$ cat src/design/adc_cfg_defs.svh
`ifndef ADC_CFG_DEFS_SVH
`define ADC_CFG_DEFS_SVH
// register indices (printed offsets), byte address = 4 * index
`define IDX_MODE 8'h01
`define IDX_SETUP0 8'h20
`define IDX_CH_BASE 8'h10
`define IDX_SEQ_STAT 8'h40
`define RST_MODE 16'hA000
`define RST_SETUP0 16'h1320
`define RST_CHAN0 16'h8001
`define RST_CHAN 16'h0001
// mode register fields
`define MODE_REFEN_BIT 15
`define MODE_CLKSEL_HI 3
`define MODE_CLKSEL_LO 2
// setup register fields
`define SETUP_REFSEL_HI 5
`define SETUP_REFSEL_LO 4
`define SETUP_BUFP_BIT 9
`define SETUP_BUFN_BIT 8
// channel register fields
`define CH_EN_BIT 15
`define CH_POS_HI 9
`define CH_POS_LO 5
`define CH_NEG_HI 4
`define CH_NEG_LO 0
// master clock, system clock and conversion timing
`define MCLK_NOMINAL_HZ 16000000
`define SYS_CLK_HZ 20000000
`define CONV_TIME_US 20
`define CONV_CYCLES ((`CONV_TIME_US * (`SYS_CLK_HZ / 1000000)))
`endif

$ cat src/design/adc_cfg_pkg.sv
package adc_cfg_pkg;
	typedef enum logic [1:0] {
		CLK_INT_OSC,
		CLK_INT_OSC_OUT,
		CLK_EXT_CLOCK,
		CLK_EXT_XTAL
	} clk_src_t;
	typedef enum logic [1:0] {
		REF_EXT1,
		REF_EXT2,
		REF_INTERNAL,
		REF_SUPPLY
	} ref_src_t;
endpackage

$ cat src/design/adc_input_ref_clock_config.sv
// The APB slave port was decided locally.
`include "adc_cfg_defs.svh"
module adc_input_ref_clock_config #(
	parameter int NUM_CH = 16,
	parameter int CONV_CYCLES = `CONV_CYCLES
) (
	input wire logic sys_clk, // 20 MHz system clock
	input wire logic sys_rst, // async reset, active high
	input wire logic psel, // apb select
	input wire logic penable, // apb access phase
	input wire logic pwrite, // apb direction
	input wire logic [11:0] paddr, // apb byte address
	input wire logic [31:0] pwdata, // apb write data
	output logic [31:0] prdata, // apb read data
	output logic pready, // apb ready
	output logic pslverr, // apb error, unmapped address
	input wire logic xtalOk, // external crystal or clock present
	output logic [4:0] posInputSel, // selector pin to positive side
	output logic [4:0] negInputSel, // selector pin to negative side
	output logic [3:0] activeChannel, // channel being converted
	output logic convStart, // pulse at start of each conversion
	output logic positiveInputBufferEnable, // positive buffer on
	output logic negativeInputBufferEnable, // negative buffer on
	output adc_cfg_pkg::ref_src_t referenceSourceSelect, // reference used
	output logic intRefEnable, // internal reference powered
	output logic referenceOutputPinEnable, // drive reference output pin
	output adc_cfg_pkg::clk_src_t masterClockSourceSelect, // clock src
	output logic crystalClockIoPinOut, // clock level out on pin
	output logic crystalClockIoPinOeN // pin output enable, low drives
);
	logic [15:0] modeReg_r;
	logic [15:0] setupReg_r;
	logic [15:0] chanReg_r [NUM_CH];
	logic [3:0] curCh_r;
	logic [3:0] nextCh;
	logic [15:0] convCnt_r;
	logic anyEn;
	logic [NUM_CH-1:0] enVec;
	logic oscDiv_r;

	// apb decode
	wire logic [9:0] idx = paddr[11:2];
	wire logic access = psel && penable;
	wire logic hitMode = idx == 10'(`IDX_MODE);
	wire logic hitSetup = idx == 10'(`IDX_SETUP0);
	wire logic hitStat = idx == 10'(`IDX_SEQ_STAT);
	wire logic hitCh = idx >= 10'(`IDX_CH_BASE) &&
		idx < 10'(`IDX_CH_BASE) + 10'(NUM_CH);
	wire logic [3:0] chIdx = 4'(idx - 10'(`IDX_CH_BASE));
	wire logic mapped = hitMode || hitSetup || hitStat || hitCh;
	wire logic wrEn = access && pwrite && mapped && !hitStat;

	assign pready = 1'b1;
	assign pslverr = access && !mapped;

	// next enabled channel above cur, wrapping to lowest
	function automatic logic [3:0] nextEnabled(input logic [NUM_CH-1:0] en,
		input logic [3:0] cur);
		logic [3:0] res;
		logic found;
		logic [3:0] c;
		res = cur;
		found = 1'b0;
		for (int i = 1; i <= NUM_CH; i++) begin
			c = 4'((int'(cur) + i) % NUM_CH);
			if (!found && en[c]) begin
				res = c;
				found = 1'b1;
			end
		end
		return res;
	endfunction

	always_comb begin
		for (int i = 0; i < NUM_CH; i++)
			enVec[i] = chanReg_r[i][`CH_EN_BIT];
	end
	assign anyEn = |enVec;
	assign nextCh = nextEnabled(enVec, curCh_r);

	always_ff @(posedge sys_clk or posedge sys_rst) begin
		if (sys_rst) begin
			modeReg_r <= `RST_MODE;
			setupReg_r <= `RST_SETUP0;
		end else if (wrEn && hitMode) begin
			modeReg_r <= pwdata[15:0];
		end else if (wrEn && hitSetup) begin
			setupReg_r <= pwdata[15:0];
		end
	end

	always_ff @(posedge sys_clk or posedge sys_rst) begin
		if (sys_rst) begin
			for (int i = 0; i < NUM_CH; i++)
				chanReg_r[i] <= (i == 0) ? `RST_CHAN0 : `RST_CHAN;
		end else if (wrEn && hitCh) begin
			chanReg_r[chIdx] <= pwdata[15:0];
		end
	end

	// conversion pacing; CONV_CYCLES system clocks per conversion (20 us at 20 MHz)
	wire logic convDone = convCnt_r == 16'(CONV_CYCLES - 1);
	always_ff @(posedge sys_clk or posedge sys_rst) begin
		if (sys_rst) begin
			convCnt_r <= 16'h0000;
			curCh_r <= 4'h0;
			convStart <= 1'b0;
		end else begin
			convStart <= anyEn && convDone;
			if (!anyEn || convDone)
				convCnt_r <= 16'h0000;
			else
				convCnt_r <= convCnt_r + 16'h0001;
			if (anyEn && (convDone || !enVec[curCh_r]))
				curCh_r <= nextCh;
		end
	end

	always_ff @(posedge sys_clk or posedge sys_rst) begin
		if (sys_rst) begin
			posInputSel <= 5'h00;
			negInputSel <= 5'h01;
			activeChannel <= 4'h0;
		end else begin
			// any of 17 pins either side
			posInputSel <= chanReg_r[curCh_r][`CH_POS_HI:`CH_POS_LO];
			negInputSel <= chanReg_r[curCh_r][`CH_NEG_HI:`CH_NEG_LO];
			activeChannel <= curCh_r;
		end
	end

	assign positiveInputBufferEnable = setupReg_r[`SETUP_BUFP_BIT];
	assign negativeInputBufferEnable = setupReg_r[`SETUP_BUFN_BIT];
	assign referenceSourceSelect = adc_cfg_pkg::ref_src_t'(
		setupReg_r[`SETUP_REFSEL_HI:`SETUP_REFSEL_LO]);
	assign intRefEnable = modeReg_r[`MODE_REFEN_BIT];
	assign referenceOutputPinEnable = modeReg_r[`MODE_REFEN_BIT];

	// external sources fall back to oscillator when absent
	wire logic [1:0] clkSel = modeReg_r[`MODE_CLKSEL_HI:`MODE_CLKSEL_LO];
	wire logic extSel = clkSel[1];
	assign masterClockSourceSelect = (extSel && !xtalOk) ?
		adc_cfg_pkg::CLK_INT_OSC : adc_cfg_pkg::clk_src_t'(clkSel);

	always_ff @(posedge sys_clk or posedge sys_rst) begin
		if (sys_rst)
			oscDiv_r <= 1'b0;
		else
			oscDiv_r <= ~oscDiv_r;
	end
	assign crystalClockIoPinOut = oscDiv_r;
	assign crystalClockIoPinOeN = !(masterClockSourceSelect ==
		adc_cfg_pkg::CLK_INT_OSC_OUT);

	wire logic [31:0] rdMux =
		hitMode ? {16'h0000, modeReg_r} :
		hitSetup ? {16'h0000, setupReg_r} :
		hitCh ? {16'h0000, chanReg_r[chIdx]} :
		hitStat ? {27'h0000000, anyEn, curCh_r} : 32'h00000000;
	always_ff @(posedge sys_clk or posedge sys_rst) begin
		if (sys_rst)
			prdata <= 32'h00000000;
		else if (psel && !penable && !pwrite)
			prdata <= rdMux;
	end

	reference_output_pin_follows_en_a: assert property (@(posedge sys_clk)
		disable iff (sys_rst) referenceOutputPinEnable == intRefEnable)
		else $error("reference output not tied to enable");
	seq_enabled_only_a: assert property (@(posedge sys_clk)
		disable iff (sys_rst) convStart |-> $past(enVec[nextCh]))
		else $error("converting disabled channel");
	single_ch_stays_a: assert property (@(posedge sys_clk)
		disable iff (sys_rst) ($onehot(enVec) && $stable(enVec) &&
		enVec[curCh_r]) |=> $stable(curCh_r))
		else $error("single channel moved");
	mode_write_a: assert property (@(posedge sys_clk)
		disable iff (sys_rst) (wrEn && hitMode) |=>
		modeReg_r == $past(pwdata[15:0]))
		else $error("mode write lost");
	clk_pin_oe_a: assert property (@(posedge sys_clk)
		disable iff (sys_rst) !crystalClockIoPinOeN |->
		clkSel == 2'h1)
		else $error("clock pin driven wrongly");

	// lowest and highest enabled channel, for scan order checks
	function automatic logic [3:0] lowestEnabled(
		input logic [NUM_CH-1:0] en);
		logic [3:0] res;
		res = 4'h0;
		for (int i = NUM_CH - 1; i >= 0; i--) begin
			if (en[i])
				res = 4'(i);
		end
		return res;
	endfunction

	function automatic logic [3:0] highestEnabled(
		input logic [NUM_CH-1:0] en);
		logic [3:0] res;
		res = 4'h0;
		for (int i = 0; i < NUM_CH; i++) begin
			if (en[i])
				res = 4'(i);
		end
		return res;
	endfunction

	wire logic [3:0] loEn = lowestEnabled(enVec);
	wire logic [3:0] hiEn = highestEnabled(enVec);

	// register writes land as written
	setup_write_a: assert property (@(posedge sys_clk)
		disable iff (sys_rst)
		(wrEn && hitSetup) |=> setupReg_r == $past(pwdata[15:0]))
		else $error("setup write lost");

	refsel_write_a: assert property (@(posedge sys_clk)
		disable iff (sys_rst)
		(wrEn && hitSetup) |=> referenceSourceSelect == adc_cfg_pkg::ref_src_t'(
		$past(pwdata[`SETUP_REFSEL_HI:`SETUP_REFSEL_LO])))
		else $error("reference select not taken");

	bufp_write_a: assert property (@(posedge sys_clk)
		disable iff (sys_rst)
		(wrEn && hitSetup) |=>
		positiveInputBufferEnable == $past(pwdata[`SETUP_BUFP_BIT]))
		else $error("positive buffer enable wrong");

	bufn_write_a: assert property (@(posedge sys_clk)
		disable iff (sys_rst)
		(wrEn && hitSetup) |=>
		negativeInputBufferEnable == $past(pwdata[`SETUP_BUFN_BIT]))
		else $error("negative buffer enable wrong");

	refen_write_a: assert property (@(posedge sys_clk)
		disable iff (sys_rst)
		(wrEn && hitMode) |=> intRefEnable == $past(pwdata[`MODE_REFEN_BIT]))
		else $error("reference enable not taken");

	clksel_write_a: assert property (@(posedge sys_clk)
		disable iff (sys_rst)
		(wrEn && hitMode) |=>
		clkSel == $past(pwdata[`MODE_CLKSEL_HI:`MODE_CLKSEL_LO]))
		else $error("clock select not taken");

	chan_write_a: assert property (@(posedge sys_clk)
		disable iff (sys_rst)
		(wrEn && hitCh) |=> chanReg_r[$past(chIdx)] == $past(pwdata[15:0]))
		else $error("channel write lost");

	chan_en_write_a: assert property (@(posedge sys_clk)
		disable iff (sys_rst)
		(wrEn && hitCh) |=> enVec[$past(chIdx)] == $past(pwdata[`CH_EN_BIT]))
		else $error("channel enable not taken");

	// selector and sequencer
	pos_sel_a: assert property (@(posedge sys_clk)
		disable iff (sys_rst)
		1'b1 |=> posInputSel == $past(chanReg_r[curCh_r][`CH_POS_HI:`CH_POS_LO]))
		else $error("positive selector wrong");

	neg_sel_a: assert property (@(posedge sys_clk)
		disable iff (sys_rst)
		1'b1 |=> negInputSel == $past(chanReg_r[curCh_r][`CH_NEG_HI:`CH_NEG_LO]))
		else $error("negative selector wrong");

	act_ch_a: assert property (@(posedge sys_clk)
		disable iff (sys_rst)
		1'b1 |=> activeChannel == $past(curCh_r))
		else $error("active channel lags wrongly");

	scan_ascend_a: assert property (@(posedge sys_clk)
		disable iff (sys_rst)
		(anyEn && convDone && enVec[curCh_r] && curCh_r != hiEn) |=>
		curCh_r > $past(curCh_r))
		else $error("scan not ascending");

	scan_wrap_a: assert property (@(posedge sys_clk)
		disable iff (sys_rst)
		(anyEn && convDone && curCh_r == hiEn) |=> curCh_r == $past(loEn))
		else $error("scan did not wrap to lowest");

	leave_disabled_a: assert property (@(posedge sys_clk)
		disable iff (sys_rst)
		(anyEn && !enVec[curCh_r]) |=> curCh_r != $past(curCh_r))
		else $error("stuck on disabled channel");

	idle_no_start_a: assert property (@(posedge sys_clk)
		disable iff (sys_rst)
		!anyEn |=> !convStart)
		else $error("conversion with no channel");

	conv_count_a: assert property (@(posedge sys_clk)
		disable iff (sys_rst)
		convStart |-> convCnt_r == 16'h0000)
		else $error("conversion pacing off");

	// clock source and clock pin
	clk_fallback_a: assert property (@(posedge sys_clk)
		disable iff (sys_rst)
		(clkSel[1] && !xtalOk) |-> masterClockSourceSelect ==
		adc_cfg_pkg::CLK_INT_OSC)
		else $error("no fallback to oscillator");

	oe_when_out_a: assert property (@(posedge sys_clk)
		disable iff (sys_rst)
		(masterClockSourceSelect == adc_cfg_pkg::CLK_INT_OSC_OUT) |->
		!crystalClockIoPinOeN)
		else $error("clock pin not driven");

	clk_out_toggle_a: assert property (@(posedge sys_clk)
		disable iff (sys_rst)
		1'b1 |=> crystalClockIoPinOut != $past(crystalClockIoPinOut))
		else $error("clock out not toggling");
endmodule

$ cat config.mk
export PLATFORM = sky130hd
export DESIGN_NAME = adc_input_ref_clock_config
export DESIGN_NICKNAME = d
export VERILOG_FILES = /design/src/design/adc_cfg_pkg.sv /design/src/design/adc_input_ref_clock_config.sv
export VERILOG_INCLUDE_DIRS = /design/src /design/src/design
export SDC_FILE = /design/constraint.sdc
export NUM_CORES = 1
export LEC_CHECK = 0
export BUFFER_PORTS_ARGS = -buffer_cell sky130_fd_sc_hd__buf_2
export CAP_MARGIN = 20
export CORE_AREA = 3 3 186 188
export CTS_CLUSTER_SIZE = 28
export DETAILED_ROUTE_END_ITERATION = 12
export DIE_AREA = 0 0 189 191
export GPL_TIMING_DRIVEN = 0
export PLACE_DENSITY = 0.76
export SLEW_MARGIN = 20
export SYNTH_ARGS = -nofsm -noshare
export SYNTH_HDL_FRONTEND = slang
export SYNTH_SLANG_ARGS = --single-unit
$ cat constraint.sdc
create_clock -name sys_clk -period 9.8 [get_ports sys_clk]
set_input_delay 0.49 -clock sys_clk [delete_from_list [all_inputs] [get_ports sys_clk]]
set_output_delay 0.49 -clock sys_clk [all_outputs]
set_load 0.005 [all_outputs]
# Word level (Yosys, flattened, before mapping)
# Index checks and enable logic that the tools add are counted.
# word_totals
wordCells,217
inputBits,50
regBits,356
# classes
n_lt_le_gt_ge,22
mux,80
n_addsub,18
n_eq_ne,5
reduce_logical,62
bitwise_logic,4
# op_table
op,count
256-bit bitwise mux,1
16-bit binary-select mux with 4-bit select,2
16-bit two-way mux,7
4-bit by 5-bit less-than comparator with 1-bit output (second input constant),17
1-bit binary-select mux with 4-bit select,17
16-bit demux with 4-bit select,1
4-bit two-way mux,16
4-bit adder (second input constant),8
1-bit two-way mux,32
1-bit logical AND,30
1-bit logical NOT,23
10-bit two-way mux,2
16-bit by 1-bit adder with 16-bit output (second input constant),1
4-bit by 3-bit adder with 4-bit output (second input constant),4
16-bit by 9-bit equality test with 1-bit output (second input constant),1
16-bit nonzero test,1
16-bit OR reduction,1
10-bit by 1-bit equality test with 1-bit output (second input constant),1
10-bit by 6-bit equality test with 1-bit output (second input constant),1
10-bit by 7-bit equality test with 1-bit output (second input constant),1
10-bit by 5-bit >= comparator with 1-bit output (second input constant),1
5-bit >= comparator (second input constant),2
10-bit by 6-bit less-than comparator with 1-bit output (second input constant),1
4-bit NOT with 5-bit output,2
10 further kinds,18

# Longest topological paths before layout
# depth
ltp_word,50
mapped_depth,18
ltp_nobuf,12

# Least setup slack after synthesis
# OpenSTA, ideal clock, no wires.
# synth_timing
path_type,register to register
startpoint,register curCh_r[1]
endpoint,register curCh_r[3]
n_path_buf,5
setup_time_ns,0.128
arrival_ns,4.704
required_ns,9.672
period_less_slack_ns,4.831
setup_slack_ns,4.969
stages_incl_launch_ff,18
cell_sequence,dfrtp_1 -> buf_6 -> buf_12 -> clkbuf_1 -> clkbuf_1 -> inv_1 -> ha_1 -> clkbuf_1 -> mux4_2 -> mux2_2 -> mux2_4 -> or3b_4 -> nor4_1 -> a211o_1 -> a21oi_1 -> a21oi_2 -> o31ai_1 -> mux2_1
# synth_between
elab_chain_cells,50
# synth_rtl
element,line_no,source
start: declaration,adc_input_ref_clock_config.sv:34,logic [3:0] curCh_r;
start signal: assignment,adc_input_ref_clock_config.sv:115,curCh_r <= nextCh;
4-bit by 1-bit adder with 4-bit output,adc_input_ref_clock_config.sv:65,c = 4'((int'(cur) + i) % NUM_CH);
1-bit binary-select mux with 4-bit select,adc_input_ref_clock_config.sv:66,if (!found && en[c]) begin
1-bit two-way mux (implied by the code),adc_input_ref_clock_config.sv:66,
1-bit two-way mux,adc_input_ref_clock_config.sv:66,
1-bit logical NOT,adc_input_ref_clock_config.sv:66,
1-bit logical AND,adc_input_ref_clock_config.sv:66,
1-bit two-way mux,adc_input_ref_clock_config.sv:66,
1-bit logical NOT,adc_input_ref_clock_config.sv:66,
[34 not listed],-,
1-bit two-way mux,adc_input_ref_clock_config.sv:66,
1-bit logical NOT,adc_input_ref_clock_config.sv:66,
1-bit logical AND,adc_input_ref_clock_config.sv:66,
1-bit two-way mux,adc_input_ref_clock_config.sv:66,
1-bit logical NOT,adc_input_ref_clock_config.sv:66,
1-bit logical AND,adc_input_ref_clock_config.sv:66,
16-bit nonzero test (no source line),-,
2-bit AND reduction (no source line),-,
# Several ways; a longest one is shown, not always the timed one. The select of a mux whose other input is x is not followed.
# A chain may end at the register's enable or synchronous reset.

# Worst setup path after layout
# Same ends and word-level chain as after synthesis.

==> results.txt <==
Worst slew pin tran = 1108 ps
GRT overflow = 0
RSZ-0062 raised after global routing = false
Via/cell ratio = 6.379
Synth Warn # = 0
Most frequent cells in the layout = dfrtp_1, mux2_2, mux4_2
Static leakage = 9.595 nW
# fillers = 2482
DRT Pass-1 Iters = 7
Effective utilization at floorplan = 55.25%
Ratio of cells with drive above 1 in the final layout = 45.37%
Relative slew slack = 26.17%
Maxcap violations = 0
Largest net degree at the start of global routing = 37
Initial antenna violation count = 0
Post-cts resize count = 0
Fin crit share = 68.72%
CP required = 10210 ps
# clock sinks = 340
Status = complete, no violations
Core area = 33280 um^2
Drt initial violations = 1118
Max Clock Skew = 28.71 ps
Synth Area per Inst = 14.32 um^2
Clock tree buffer depth = 3
Finished Cell Area = 20910 um^2
Layout Cells excl Fill = 1896
Combinational share of power = 22.3%
Number of CTS-inserted buffers = 37
Tot Pwr = 3.735 mW
P&R area growth vs syn = 13.73%
CP arrival = 7150 ps
Io pins = 109
Number of port buffers = 69
Setup violations, final = 0
Clock share of power = 38.4%
Cell-internal power = 2.613 mW
Mapped Cells = 1284
CP Capture Type = flop
Most common cell after layout, fill and taps aside = dfrtp_1
All-Layer GR Usage = 27.23%
Top_reg_cell synth = dfrtp_1
Final ANT Viol Nets = 0
Min-Delay Path Class = in2reg
Psw = 1.122 mW
Crit path kind = reg2reg
Setup TNS = 0 ps
Min Tclk post-route = 6735 ps
Sw Ratio = 30.03%
First-pass GRT wire length = 75.58 mm
Sequential share of power = 39.3%
CP max FO = 10
Hold slack = 297.1 ps
Dpl cell area = 19630 um^2
Antenna cells = 0
P per Cell Area = 178.6 nW/um^2
Total Die Area = 36100 um^2
Die W = 189 um
Setup crit start kind = flop
Core Rows = 67
Pins Over Slew Limit = 0
GP Congestion = 0.9191
Vias in the first global route = 12625
Setup WS pre-CTS = 3195 ps
Post-DR wirelength/cell = 25.23 um
WL final = 47.84 mm
Post-synth ARST share = 100.0%
Htree depth = 2
Worst skew pair latency = 550 ps
Root Buffer = clkbuf_16
Nets = 1481
# DRC = 0
CTS clock-pin slew for the worst setup and hold paths = 60 ps
FMAX = 148.5 MHz
Seq/Total Area, Yosys = 46.44%
Die H = 191 um
Max VDD drop = 0.1329 mV
Cells after DPL = 1830
Yosys cell types = 71
Final setup margin = 3065 ps
Post-synth EDFFs = 0
Via Count = 12095
Post-Syn Area = 18390 um^2
TritonCTS clock tree = built
Layout Utilization = 62.83%
DP HPWL = 35.98 mm
Count of state elements after synthesis = 340
Fin. Hold Viols = 0
[cell usage after synthesis (7+ instances only)]
cell type | number | share of area (%)
dfrtp_1 | 316 | 43
o211ai_1 | 9 | 0.37
nor2b_1 | 8 | 0.27
xnor2_1 | 14 | 0.67
and2_1 | 8 | 0.27
buf_4 | 21 | 0.86
a31oi_1 | 9 | 0.31
clkbuf_1 | 69 | 1.4
dfstp_2 | 24 | 3.4
nor3_1 | 11 | 0.30
nand3_1 | 15 | 0.41
buf_1 | 13 | 0.27
o21a_1 | 9 | 0.37
and3_1 | 10 | 0.34
mux4_2 | 145 | 18
xor2_1 | 10 | 0.48
mux2_2 | 297 | 18
nand2_1 | 54 | 1.1
nor2_1 | 50 | 1.0
ha_1 | 9 | 0.61
inv_1 | 16 | 0.33
mux4_1 | 7 | 1.0
o21ai_0 | 13 | 0.35
a21oi_1 | 14 | 0.38
nor4_1 | 11 | 0.37
mux2i_1 | 28 | 1.5
[layer usage]
layer / share of wire (%) / track usage [%] / wire length, um
met1: 41 / 36.60 / 19410
met2: 49 / 45.15 / 23350
met3: 7.3 / 5.098 / 3470
met4: 3.4 / 9.281 / 1605
met5: 0 / 0 / 0
[power groups by stage]
stage / Clock, mW / Sequential [mW] / Combinational [mW]
2_1_floorplan: 0 / 1.48 / 0.583
3_3_place_gp: 0 / 1.49 / 0.807
3_5_place_dp: 0 / 1.49 / 0.827
4_1_cts: 1.46 / 1.47 / 0.830
5_1_grt: 1.51 / 1.47 / 0.890
6_report: 1.44 / 1.47 / 0.833
[sequential cells by signal, indices dropped and copies added (netlist names)]
register / flops
convStart: 1
posInputSel: 5
chanReg_r: 256
modeReg_r: 16
curCh_r: 4
prdata: 16
convCnt_r: 16
activeChannel: 4
negInputSel: 5
setupReg_r: 16
crystalClockIoPinOut: 1
[worst max-delay path: stages, from the launching register on]
cell and delay, ps:
dfrtp_1 560, buf_6 200, buf_12 150, clkbuf_1 620, clkbuf_1 770, inv_1 340, ha_1 470, clkbuf_1 490
mux4_2 460, mux2_2 320, mux2_4 290, or3b_4 450, buf_6 170, nor3_1 500, a211o_1 210, a21oi_1 50
a21oi_2 170, o31ai_1 90, mux2_1 290
[what timing repair did]
action	4_1_cts	5_1_grt
hold buffers	1	0
buffers inserted	0	0
hold endpoints to repair	8	0
[logic make-up (layout without fill, tap and decap cells)]
family	Yosys count	in the layout	share of synthesized area, %
AO/OA/AOI/OAI	99	99	3.933
XOR/XNOR	24	24	1.143
adder cells (fa/ha/maj)	9	9	0.6125
buffers and inverters	128	277	3.280
flip-flops	340	340	46.44
multiplexers	480	480	38.74
other	2	17	0.04085
AND/OR/NAND/NOR	202	202	5.812
[final timing paths]
check                                        to                  from  cells after the start  slack (ps)
setup reg to reg                     curCh_r[3]            curCh_r[1]                     18        3070
min in group asynchronous            prdata[15]               sys_rst                      3         470
max in group asynchronous         setupReg_r[8]               sys_rst                      8        7880
hold reg to reg            crystalClockIoPinOut  crystalClockIoPinOut                      1         420
setup / recovery                     curCh_r[3]            curCh_r[1]                     18        3070
hold / removal                   chanReg_r[179]             pwdata[3]                      2         300
[area by class of cell]
cell class | count | area [um^2] | share of cell area (%)
inverter | 17 | 67.56 | 0.3231
clock buffer | 49 | 1021 | 4.883
tap | 448 | 560.5 | 2.681
clock inverter | 16 | 242.7 | 1.161
buffer | 111 | 543.0 | 2.597
multi-input combinational | 831 | 9311 | 44.53
timing repair buffer | 84 | 625.6 | 2.992
sequential | 340 | 8538 | 40.83
No activity file was read; power rests on OpenSTA's default activity.
